`config.mk`:
```
export PLATFORM = sky130hd
export DESIGN_NAME = rsc_reset_ctrl
export DESIGN_NICKNAME = d
export VERILOG_FILES = /design/src/verilog/rsc_pkg.sv /design/src/verilog/rsc_pin_filter.sv /design/src/verilog/rsc_reset_ctrl.sv
export SDC_FILE = /design/constraint.sdc
export NUM_CORES = 1
export LEC_CHECK = 0
export BUFFER_PORTS_ARGS = -buffer_cell sky130_fd_sc_hd__clkbuf_2
export CAP_MARGIN = 10
export CORE_UTILIZATION = 50
export CTS_CLUSTER_DIAMETER = 50
export CTS_CLUSTER_SIZE = 30
export DETAILED_ROUTE_END_ITERATION = 8
export PLACE_DENSITY = 0.69
export SKIP_CTS_REPAIR_TIMING = 1
export SLEW_MARGIN = 20
export SYNTH_ARGS = -nofsm -noshare
export SYNTH_HDL_FRONTEND = slang
export SYNTH_SLANG_ARGS = --single-unit
```
`constraint.sdc`:
```
create_clock -name ref_clk_i -period 3.1 [get_ports ref_clk_i]
set_clock_uncertainty 0.15 [all_clocks]
set_input_delay 0.62 -clock ref_clk_i [delete_from_list [all_inputs] [get_ports ref_clk_i]]
set_output_delay 0.62 -clock ref_clk_i [all_outputs]
set_load 0.03 [all_outputs]
```
`src/verilog/rsc_pkg.sv`:
```
package rsc_pkg;
    // Power-up hold: 64 ms nominal at 125 MHz
    localparam int unsigned PWRUP_MS       = 64;
    localparam int unsigned CLK_KHZ        = 125000;
    localparam int unsigned PWRUP_CYCLES   = PWRUP_MS * CLK_KHZ;
    // Pin filter default minimum accepted low width
    localparam int unsigned PIN_FILT_CYC   = 16;
    // Supply must sit at ground this long to re-arm power-on detection
    localparam int unsigned REARM_US       = 100;
    localparam int unsigned REARM_CYCLES   = REARM_US * CLK_KHZ / 1000;
    localparam int unsigned CNT_W          = 24;
    // Reset cause codes
    localparam logic [2:0] CAUSE_NONE      = 3'h0;
    localparam logic [2:0] CAUSE_POR       = 3'h1;
    localparam logic [2:0] CAUSE_BOR       = 3'h2;
    localparam logic [2:0] CAUSE_WDT_RUN   = 3'h3;
    localparam logic [2:0] CAUSE_WDT_SLEEP = 3'h4;
    localparam logic [2:0] CAUSE_PIN_RUN   = 3'h5;
    localparam logic [2:0] CAUSE_PIN_SLEEP = 3'h6;
    localparam logic [2:0] CAUSE_WDT_WAKE  = 3'h7;
    // Register map
    localparam logic [3:0] ADDR_STATUS     = 4'h0;
    localparam logic [3:0] ADDR_MASK       = 4'h1;
    localparam logic [3:0] ADDR_CAUSE      = 4'h2;
    localparam logic [3:0] ADDR_CTRL       = 4'h3;
    // Event bit positions in status and mask
    localparam int unsigned EV_POR         = 0;
    localparam int unsigned EV_BOR         = 1;
    localparam int unsigned EV_WDT         = 2;
    localparam int unsigned EV_PIN         = 3;
    localparam int unsigned EV_WAKE        = 4;
    localparam int unsigned EV_W           = 5;
    // Cause register field positions
    localparam int unsigned CF_BROWNOUT    = 0;
    localparam int unsigned CF_POWERDOWN   = 1;
    localparam int unsigned CF_TIMEOUT     = 2;
    localparam int unsigned CF_CODE_LO     = 4;
    // Control register fields
    localparam int unsigned CT_SLEEP       = 0;
    localparam int unsigned CT_BROWNOUT_SET = 1;
    localparam logic [7:0] MASK_RST        = 8'h00;
endpackage

```
`src/verilog/rsc_pin_filter.sv`:
```
`timescale 1ns/100ps
module rsc_pin_filter #(
    parameter int unsigned MIN_WIDTH = rsc_pkg::PIN_FILT_CYC
) (
    input  wire logic ref_clk_i,
    input  wire logic ce_i,
    input  wire logic rst_i,
    input  wire logic pin_low_i,
    output logic      pin_reset_o
);
    logic [15:0] width_cnt_r;

    // Only a low lasting MIN_WIDTH cycles is accepted; short glitches restart the count
    always_ff @(posedge ref_clk_i) begin
        if (rst_i) begin
            width_cnt_r <= 16'h0000;
            pin_reset_o <= 1'b0;
        end else if (ce_i) begin
            if (!pin_low_i) begin
                width_cnt_r <= 16'h0000;
                pin_reset_o <= 1'b0;
            end else if (width_cnt_r >= 16'(MIN_WIDTH - 1)) begin
                pin_reset_o <= 1'b1;
            end else begin
                width_cnt_r <= width_cnt_r + 16'h0001;
            end
        end
    end
endmodule

```
`src/verilog/rsc_reset_ctrl.sv`:
```
// Behaviour
// - Distinguish six reset causes
// - Retained registers keep contents except power-on
// - Other registers reset on all true resets
// - Watchdog wake-up loads no reset values
// - Timeout and powerdown flags encode the cause
// - Filter rejects short external pin pulses
// - Watchdog reset never drives the pin
// - Power-on holds reset until supply good
// - Brown-out holds reset until threshold reached
// - Power-on re-arms only after supply at ground
// - Pin ignored when pin enable is zero
// - Pin enabled: active-low reset, pull-up on
// - Power-up timer holds reset, disable skips
// - Brown-out flag cleared only by brown-out
`timescale 1ns/100ps
module rsc_reset_ctrl #(
    parameter int unsigned PWRUP_CYCLES = rsc_pkg::PWRUP_CYCLES,
    parameter int unsigned PIN_MIN_CYC  = rsc_pkg::PIN_FILT_CYC
) (
    input  wire logic       ref_clk_i,
    input  wire logic       sys_rst_i,
    input  wire logic       ce_i,
    input  wire logic       supply_good_i,
    input  wire logic       supply_at_ground_i,
    input  wire logic       brownout_enable_i,
    input  wire logic       brownout_ok_i,
    input  wire logic       watchdog_timer_expired_i,
    input  wire logic       shared_input_pin_i,
    input  wire logic       ext_reset_pin_enable_i,
    input  wire logic       powerup_delay_disable_i,
    input  wire logic [3:0] reg_addr_i,
    input  wire logic [7:0] reg_wdata_i,
    input  wire logic       reg_wr_i,
    input  wire logic       reg_rd_i,
    output logic      [7:0] reg_rdata_o,
    output logic            shared_pin_pullup_o,
    output logic            shared_pin_oe_n_o,
    output logic            shared_pin_gpio_o,
    output logic            core_rst_n_o,
    output logic            retained_rst_n_o,
    output logic            wake_o,
    output logic            irq_o
);
    typedef enum logic [1:0] {
        RSC_RUN   = 2'b00,
        RSC_HOLD  = 2'b01,
        RSC_TIMER = 2'b10
    } rsc_state_e;

    rsc_state_e  state_r;
    logic [1:0]  good_sync_r;
    logic [1:0]  gnd_sync_r;
    logic [1:0]  bor_sync_r;
    logic [1:0]  wdt_sync_r;
    logic [1:0]  pin_sync_r;
    logic        por_armed_r;
    logic [15:0] gnd_cnt_r;
    logic [31:0] pwrup_cnt_r;
    logic        rst_req_n_r;
    logic        core_rst_n_r;
    logic        retained_rst_n_r;
    logic        wake_r;
    logic        timeout_flag_n_r;
    logic        powerdown_flag_n_r;
    logic        brownout_clear_r;
    logic [2:0]  cause_r;
    logic        sleep_r;
    logic [rsc_pkg::EV_W-1:0] status_r;
    logic [rsc_pkg::EV_W-1:0] mask_r;
    logic [rsc_pkg::EV_W-1:0] ev_set;
    logic        pin_filtered;
    logic        por_event;
    logic        bor_low;
    logic        wdt_event;
    logic        pin_event;
    logic        in_reset;
    logic        wdt_prev_r;
    logic        pin_prev_r;

    // Two-flop synchronisers for all off-domain inputs
    always_ff @(posedge ref_clk_i) begin
        if (sys_rst_i) begin
            good_sync_r <= 2'b00;
            gnd_sync_r  <= 2'b00;
            bor_sync_r  <= 2'b00;
            wdt_sync_r  <= 2'b00;
            pin_sync_r  <= 2'b11;
        end else if (ce_i) begin
            good_sync_r <= {good_sync_r[0], supply_good_i};
            gnd_sync_r  <= {gnd_sync_r[0], supply_at_ground_i};
            bor_sync_r  <= {bor_sync_r[0], brownout_ok_i};
            wdt_sync_r  <= {wdt_sync_r[0], watchdog_timer_expired_i};
            pin_sync_r  <= {pin_sync_r[0], shared_input_pin_i};
        end
    end

    rsc_pin_filter #(
        .MIN_WIDTH (PIN_MIN_CYC)
    ) u_filter (
        .ref_clk_i   (ref_clk_i),
        .ce_i        (ce_i),
        .rst_i       (sys_rst_i),
        .pin_low_i   (ext_reset_pin_enable_i & ~pin_sync_r[1]),
        .pin_reset_o (pin_filtered)
    );

    // Supply droop does not retrigger power-on; only a ground dwell re-arms it
    always_ff @(posedge ref_clk_i) begin
        if (sys_rst_i) begin
            por_armed_r <= 1'b1;
            gnd_cnt_r   <= 16'h0000;
        end else if (ce_i) begin
            if (!gnd_sync_r[1]) begin
                gnd_cnt_r <= 16'h0000;
            end else if (gnd_cnt_r >= 16'(rsc_pkg::REARM_CYCLES - 1)) begin
                por_armed_r <= 1'b1;
            end else begin
                gnd_cnt_r <= gnd_cnt_r + 16'h0001;
            end
            if (por_armed_r && good_sync_r[1] && state_r == RSC_TIMER) begin
                por_armed_r <= 1'b0;
            end
        end
    end

    assign por_event = por_armed_r;
    assign bor_low   = brownout_enable_i & ~bor_sync_r[1];
    // Watchdog resets on its rising edge so one request yields one reset; the pin resets on the filtered level, its edge only sets status
    assign wdt_event = wdt_sync_r[1] & ~wdt_prev_r;
    assign pin_event = pin_filtered & ~pin_prev_r;
    assign in_reset  = (state_r != RSC_RUN);

    always_ff @(posedge ref_clk_i) begin
        if (sys_rst_i) begin
            wdt_prev_r <= 1'b0;
            pin_prev_r <= 1'b0;
        end else if (ce_i) begin
            wdt_prev_r <= wdt_sync_r[1];
            pin_prev_r <= pin_filtered;
        end
    end

    // Reset sequencer
    always_ff @(posedge ref_clk_i) begin
        if (sys_rst_i) begin
            state_r     <= RSC_HOLD;
            pwrup_cnt_r <= 32'h0000_0000;
        end else if (ce_i) begin
            unique case (state_r)
                RSC_RUN: begin
                    // A re-armed power-on detector must take the chip back into reset
                    if (por_event || bor_low || pin_filtered || (wdt_event && !sleep_r)) begin
                        state_r <= RSC_HOLD;
                    end
                end
                RSC_HOLD: begin
                    pwrup_cnt_r <= 32'h0000_0000;
                    if ((!por_event || good_sync_r[1]) && !bor_low && !pin_filtered) begin
                        state_r <= RSC_TIMER;
                    end
                end
                RSC_TIMER: begin
                    if (bor_low || pin_filtered || (por_event && !good_sync_r[1])) begin
                        state_r <= RSC_HOLD;
                    end else if (powerup_delay_disable_i
                                 || !(cause_r == rsc_pkg::CAUSE_POR
                                      || cause_r == rsc_pkg::CAUSE_BOR)
                                 || pwrup_cnt_r >= PWRUP_CYCLES - 1) begin
                        state_r <= RSC_RUN;
                    end else begin
                        pwrup_cnt_r <= pwrup_cnt_r + 32'h0000_0001;
                    end
                end
                default: begin
                    state_r <= RSC_HOLD;
                end
            endcase
        end
    end

    // Cause capture and the inverted flags
    always_ff @(posedge ref_clk_i) begin
        if (sys_rst_i) begin
            cause_r            <= rsc_pkg::CAUSE_POR;
            timeout_flag_n_r   <= 1'b1;
            powerdown_flag_n_r <= 1'b1;
            brownout_clear_r   <= 1'b0;
        end else if (ce_i) begin
            if (por_event && !in_reset) begin
                cause_r <= rsc_pkg::CAUSE_POR;
            end else if (state_r == RSC_HOLD && por_event) begin
                cause_r            <= rsc_pkg::CAUSE_POR;
                timeout_flag_n_r   <= 1'b1;
                powerdown_flag_n_r <= 1'b1;
            end else if (!in_reset && bor_low) begin
                cause_r            <= rsc_pkg::CAUSE_BOR;
                timeout_flag_n_r   <= 1'b1;
                powerdown_flag_n_r <= 1'b1;
                brownout_clear_r   <= 1'b0;
            end else if (!in_reset && pin_filtered) begin
                cause_r <= sleep_r ? rsc_pkg::CAUSE_PIN_SLEEP : rsc_pkg::CAUSE_PIN_RUN;
                powerdown_flag_n_r <= ~sleep_r;
            end else if (!in_reset && wdt_event) begin
                cause_r            <= sleep_r ? rsc_pkg::CAUSE_WDT_WAKE
                                              : rsc_pkg::CAUSE_WDT_RUN;
                timeout_flag_n_r   <= 1'b0;
                powerdown_flag_n_r <= ~sleep_r;
            end else if (reg_wr_i && reg_addr_i == rsc_pkg::ADDR_CTRL
                         && reg_wdata_i[rsc_pkg::CT_BROWNOUT_SET]) begin
                brownout_clear_r <= 1'b1;
            end
        end
    end

    // Sleep state comes from the core; any wake or reset ends it
    always_ff @(posedge ref_clk_i) begin
        if (sys_rst_i) begin
            sleep_r <= 1'b0;
            wake_r  <= 1'b0;
        end else if (ce_i) begin
            wake_r <= sleep_r && wdt_event && !in_reset;
            if (in_reset || (sleep_r && wdt_event)) begin
                sleep_r <= 1'b0;
            end else if (reg_wr_i && reg_addr_i == rsc_pkg::ADDR_CTRL) begin
                sleep_r <= reg_wdata_i[rsc_pkg::CT_SLEEP];
            end
        end
    end

    // Release is registered so reset leaves on a clock edge
    always_ff @(posedge ref_clk_i) begin
        if (sys_rst_i) begin
            rst_req_n_r      <= 1'b0;
            core_rst_n_r     <= 1'b0;
            retained_rst_n_r <= 1'b0;
        end else if (ce_i) begin
            rst_req_n_r      <= ~in_reset;
            core_rst_n_r     <= rst_req_n_r;
            // Samples the same request stage as the core reset so retained never drops without the core
            retained_rst_n_r <= rst_req_n_r || (cause_r != rsc_pkg::CAUSE_POR);
        end
    end

    // Interrupt status: set wins over write-one-to-clear
    always_comb begin
        ev_set = '0;
        ev_set[rsc_pkg::EV_POR]  = state_r == RSC_HOLD && por_event;
        ev_set[rsc_pkg::EV_BOR]  = !in_reset && bor_low;
        ev_set[rsc_pkg::EV_WDT]  = !in_reset && wdt_event && !sleep_r;
        ev_set[rsc_pkg::EV_PIN]  = !in_reset && pin_event;
        ev_set[rsc_pkg::EV_WAKE] = !in_reset && wdt_event && sleep_r;
    end

    always_ff @(posedge ref_clk_i) begin
        if (sys_rst_i) begin
            status_r <= '0;
            mask_r   <= rsc_pkg::MASK_RST[rsc_pkg::EV_W-1:0];
        end else if (ce_i) begin
            if (reg_wr_i && reg_addr_i == rsc_pkg::ADDR_STATUS) begin
                status_r <= (status_r & ~reg_wdata_i[rsc_pkg::EV_W-1:0]) | ev_set;
            end else begin
                status_r <= status_r | ev_set;
            end
            if (reg_wr_i && reg_addr_i == rsc_pkg::ADDR_MASK) begin
                mask_r <= reg_wdata_i[rsc_pkg::EV_W-1:0];
            end
        end
    end

    // Read data valid the cycle after the strobe only
    always_ff @(posedge ref_clk_i) begin
        if (sys_rst_i) begin
            reg_rdata_o <= 8'h00;
        end else if (ce_i) begin
            reg_rdata_o <= 8'h00;
            if (reg_rd_i) begin
                unique case (reg_addr_i)
                    rsc_pkg::ADDR_STATUS: reg_rdata_o <= {3'h0, status_r};
                    rsc_pkg::ADDR_MASK:   reg_rdata_o <= {3'h0, mask_r};
                    rsc_pkg::ADDR_CAUSE:  reg_rdata_o <= {1'b0, cause_r, 1'b0,
                                                          timeout_flag_n_r,
                                                          powerdown_flag_n_r,
                                                          brownout_clear_r};
                    rsc_pkg::ADDR_CTRL:   reg_rdata_o <= {7'h00, sleep_r};
                    default:              reg_rdata_o <= 8'h00;
                endcase
            end
        end
    end

    // Pin is input only; watchdog reset never pulls it low
    assign shared_pin_oe_n_o   = 1'b1;
    assign shared_pin_gpio_o   = ~ext_reset_pin_enable_i & pin_sync_r[1];
    assign shared_pin_pullup_o = ext_reset_pin_enable_i;
    assign core_rst_n_o        = core_rst_n_r;
    assign retained_rst_n_o    = retained_rst_n_r;
    assign wake_o              = wake_r;
    assign irq_o               = |(status_r & mask_r);
endmodule
```
After elaboration in Yosys (flattened, before gate mapping)

Index checks and enable logic that the tools add are counted.

Add/sub/neg operators: 3
Magnitude comparators: 3
Equality and inequality tests: 19
Multiplexer cells: 41
Bitwise operators: 19
Reduce and logical (&&, ||, !) cells: 62

Operators by type and width:

| cell                                                                 | number |
|---|---|
| two-way mux 16 bit                                                   | 4 |
| two-way mux 32 bit                                                   | 2 |
| case mux 32 bit (2 select lines)                                     | 1 |
| adder 16 x 1 -> 16 bit (second input constant)                       | 2 |
| adder 32 x 1 -> 32 bit (second input constant)                       | 1 |
| greater-or-equal comparator 32 x 23 -> 1 bit (second input constant) | 1 |
| case mux 7 bit (4 select lines)                                      | 1 |
| logical AND 1 bit                                                    | 20 |
| two-way mux 1 bit                                                    | 19 |
| two-way mux 3 bit                                                    | 6 |
| != test 2 bit (second input constant)                                | 9 |
| greater-or-equal comparator 16 x 14 -> 1 bit (second input constant) | 1 |
| greater-or-equal comparator 16 x 4 -> 1 bit (second input constant)  | 1 |
| AND reduction 2 bit                                                  | 6 |
| AND reduction 4 bit                                                  | 3 |
| nonzero test 2 bit                                                   | 6 |
| logical OR 1 bit                                                     | 11 |
| AND 5 bit                                                            | 2 |
| two-way mux 2 bit                                                    | 5 |
| bitwise OR 5 bit                                                     | 2 |
| NOT 1 bit                                                            | 9 |
| == test 4 x 2 -> 1 bit (second input constant)                       | 2 |
| logical NOT 1 bit                                                    | 7 |
| two-way mux 7 bit                                                    | 1 |
| other kinds (19)                                                     | 25 |

Flip-flop bits (word level): 109
Bits of input ports: 25
Output and inout bits: 15
Logic and storage cells: 172

Logic depth before layout (Yosys ltp)

Depth after elaboration: 8
Gate-level depth with buffers: 8
Gate-level depth less buffers: 8

Hierarchy

From an unflattened synthesis, not the netlist that was laid out.

Cells, all modules: 566
Area total of the unflattened synthesis: 5,008.6 µm²

Modules (own cells, without submodules):

| module         | instances | cells each | area an instance (µm²) | sequential area each (µm²) |
|---|---|---|---|---|
| rsc_reset_ctrl | 1         | 505        | 4,347.9                | 1,821.7 |
| rsc_pin_filter | 1         | 61         | 660.6                  | 340.3 |

Worst setup path before layout

No wires, ideal clock.

Path kind: input -> register
Start point: in brownout_enable_i
End point: reg pwrup_cnt_r[16]
Library setup time: 59 ps
Arrival time: 2,210 ps
Required time: 2,891 ps
Path slack: 681 ps
Stages on the path: 6
Buffers on the path: 1
Cells stage by stage: nor2b_1 > or3_1 > o31a_1 > clkbuf_2 > or4_1 > nand2_1

Longest elaborated chain between the ends: 5

Ends and longest elaborated chain:

| element                        | RTL line              | source |
|---|---|---|
| start: declaration             | rsc_reset_ctrl.sv:26  | `input wire logic brownout_enable_i,` |
| AND 1 bit                      | rsc_reset_ctrl.sv:128 | `assign bor_low = brownout_enable_i & ~bor_sync_r[1];` |
| logical OR 1 bit (2 in series) | rsc_reset_ctrl.sv:164 | `if (bor_low \|\| pin_filtered \|\| (por_event && !good_sync_r[1])) begin` |
| != test 2 bit (no line)        | --                    |  |
| AND reduction 4 bit (no line)  | --                    |  |
| end signal: assignment         | rsc_reset_ctrl.sv:172 | `pwrup_cnt_r <= pwrup_cnt_r + 32'h0000_0001;` |
| end: declaration               | rsc_reset_ctrl.sv:59  | `logic [31:0] pwrup_cnt_r;` |

Every way passes these cells.
A chain may end at the register's enable or synchronous reset.

Worst setup path in the final report

Start point: reg pwrup_cnt_r[0]
End point: reg pwrup_cnt_r[12]

Longest elaborated chain between the ends: 4
Elaborated cells between the ends (all ways): 8
Classes of those cells: add/sub: 1; order compare: 1; eq/ne: 1; mux: 3; reduce/logical: 2

Ends and longest elaborated chain:

| element                                                                                | RTL line |
|---|---|
| adder 32 x 1 -> 32 bit or greater-or-equal comparator 32 x 23 -> 1 bit (tied branches) | rsc_reset_ctrl.sv:172, rsc_reset_ctrl.sv:169 |
| two-way mux 32 bit or logical OR 1 bit (tied branches)                                 | rsc_reset_ctrl.sv:166, rsc_reset_ctrl.sv:169 |
| two-way mux 32 bit or != test 2 bit (tied branches)                                    | -- |
| case mux 32 bit (2 select lines) or AND reduction 4 bit (tied branches)                | -- |

Several ways; a longest one is shown, not always the timed one. The select of a mux whose other input is x is not followed.

==> results.ini <==
[logic_synthesis]
synth_cell_type_count = 55
synth_edf_count = 0
yosysSeqAreaShare = 0.450
muxShareOfSynthArea = 0.0505
syn_nets = 595
avgSynthCellArea_sq_um = 8.54
yosys_register_bits = 108
synth-xor-area-share = 0.0255
netlist_area_sq_mm = 0.00481
yosysMostFrequentCell = dfxtp_1
synthArstFlopShare = 0
synth_ff_type = dfxtp_1
ys_top_cells_by_count = dfxtp_1 (108), nor2_1 (69), nand2_1 (50)
synth_area_leaders = dfxtp_1 (45%), nor2_1 (5.4%), mux2i_1 (4.6%), a21oi_1 (4.0%), nand2_1 (3.9%)
yosysTopAreaCellShare = 0.450
synth_top_area_cell = dfxtp_1
yosysWarnings = 0
synth_top_family_by_area = simple AND/OR/NAND/NOR gates
yosys.area_share.adder = 0.0182
synth_compound_area_frac = 0.143
synth_simple_gate_area_frac = 0.278
synth_cells = 563

[placement]
dp_hpwl_um = 7140
gp_congestion = 0.873
pre_cts_slack_ps = 335
dpl-instance-area_sq_mm = 0.00507
io_buffer_count = 34

[clocking]
htree_levels = 3
clock_path_buffers = 2
cts-root-buf = clkbuf_8
cts_sinks = 108
path_clk_slew_ps = 100
cts_tree = built
worst_skew_pair.late_latency_ps = 380
numCtsBuffers = 9

[grt]
grt_pass1_vias = 3799
grt_util_met1 = 0.274
grt_pass1_wl_um = 17300
use_met2 = 0.362
grt.total_usage = 0.216
use_met3 = 0.0508
grt-busiest-layer = met2
grt_overflow = 0
antenna_found_initial = 0
grt_max_degree = 49

[layout]
diodes = 0
drive_above_1_share = 0.107
fin_nets = 618
regArea_sq_mm = 0.00216
multi_input_area_sq_mm = 0.00249
area_growth_pct = 9.87
final_cell_area_sq_mm = 0.00528
fillerInstances = 872

[worst_setup_path]
reg2reg_slack_ps = 330
cp.required_ps = 3270
rr_endpoint = pwrup_cnt_r[12]
crit_cells = 8
crit_path_start_kind = flip-flop
path_cells = ha_1, and3_1, nand3_1, a2111oi_2, o31a_1, buf_4, o21ai_0, a21oi_1
cp.buffers_inverters = 1
cp_top_family = compound AO/OA/AOI/OAI gates
worst-path-max-fanout = 14
worstPathArrival_ps = 2940
cp_slowest_stage_delay_ps = 580
worst-setup-path-type = reg2reg
reg2reg_from = pwrup_cnt_r[0]
reg2reg_depth = 8
end_kind = flip-flop
cp_slowest_cell = a2111oi_2

[detailed_routing]
detail_route.wl_per_cell_um = 14.0
dr.first_iter.drc_count = 182
drt-pass1-iter-count = 4
vias = 4038
routed_via_density = 5.61
routed_wl_um = 10000
ant_nets = 0
drc = 0

[outcome]
outcome = completed

[power]
seqPwrFrac = 0.557
leakagePower_uw = 0.00202
ir_drop_uv = 287
pwr-share-clk = 0.353
p_total_uw = 2550
p_sw_uw = 661
pwr-share-comb = 0.090
intPower_uw = 1890
power_density_mw_per_mm2 = 483
power.share.switching = 0.259

[timing]
finalCriticalPeriod_ps = 2770
timing.final.crit_share = 0.894
fmax_mhz = 361
setup-violations-final = 0
finalHoldViolations = 0
max_slew_margin = 0.405
worst_pin_slew_ps = 890
fin_tns_setup_ps = 0
final_critical_path_setup_slack_ps = 330
rsz0062_at_grt = false
slew_violations = 0

[floorplanning]
fp.dieW_um = 100
die-area_sq_mm = 0.0100
ios = 40
core_area_sq_mm = 0.00928
start_util = 0.518
fp.dieH_um = 100
num_rows = 35

[worst_hold_path]
hold_class = in2reg
min_from = shared_input_pin_i
min_path_cells = 2
hold_path_end = pin_sync_r[0]

[flow_run]
maxCapViolations = 0

## stage by stage
stage | util | hold slack [ps] | std cells
global placement | 0.546 | 285 | 704
floorplan | - | 276 | 563
global route | 0.569 | 287 | 720
finish | 0.569 | 293 | 720
CTS | 0.569 | 277 | 720
detailed placement | 0.546 | 294 | 704
## how the worst max path moves through the flow
stage / slack, ps / from / to
after floorplan: 680 / brownout_enable_i / pwrup_cnt_r[16]
after global placement: 390 / brownout_enable_i / pwrup_cnt_r[16]
after detailed placement: 330 / brownout_enable_i / pwrup_cnt_r[8]
after CTS: 340 / pwrup_cnt_r[0] / pwrup_cnt_r[12]
after global routing: 30 / pwrup_cnt_r[0] / pwrup_cnt_r[13]
final: 330 / pwrup_cnt_r[0] / pwrup_cnt_r[12]
## final cells by class
class / instances / area share
tap: 129 / 0.0306
clock buffer: 10 / 0.0261
sequential: 108 / 0.409
clock inverter: 6 / 0.0135
multi-input combinational: 417 / 0.471
inverter: 8 / 0.00569
timing repair buffer: 42 / 0.0436
## cells by family after synthesis
group / after synthesis
and+or+nand+nor: 262
buffers and inverters: 38
xor gates and xnor gates: 14
AOI/OAI and AO/OA: 109
other: 2
muxes: 23
DFF: 108
adders and majority gates: 7
## power groups by stage
stage	Sequential [uW]	Clock [uW]	Combinational (uW)
4_1_cts	1420	929	228
3_3_place_gp	1450	0	221
5_1_grt	1420	978	255
3_5_place_dp	1450	0	226
2_1_floorplan	1450	0	163
6_report	1420	900	228
## placed cells by master (no fill, tap or decap), types with 5 or more instances in the layout
cell type,instances
ha_1,7
nor3_1,13
nand4_1,14
nor4_1,10
a22oi_1,9
nor2_1,69
clkbuf_8,10
o21ai_0,24
nor2b_1,8
and2_1,24
and4_1,5
mux2i_1,22
a21oi_1,38
nor3b_1,6
and3_1,9
dfxtp_1,108
buf_4,8
clkbuf_2,34
or3_1,14
nand2_1,50
xor2_1,12
o31ai_1,5
or4_1,7
nand3_1,23
inv_1,8
## metal layers
| metal | wire length [um] | share of wire |
|---|---|---|
| met1 | 4650 | 0.46 |
| met3 | 417 | 0.042 |
| met5 | 0 | 0 |
| met2 | 4870 | 0.49 |
| met4 | 102 | 0.010 |
## flip-flops by register name, indices dropped and copies added, names as in the netlist, 2 cells and up
register and count:
status_r 5, reg_rdata_o 7, cause_r 3, good_sync_r 2, pin_sync_r 2, state_r 2, gnd_cnt_r 16, wdt_sync_r 2
bor_sync_r 2, pwrup_cnt_r 32, gnd_sync_r 2, u_filter.width_cnt_r 16, mask_r 5
(Power assumes the default switching activity.)
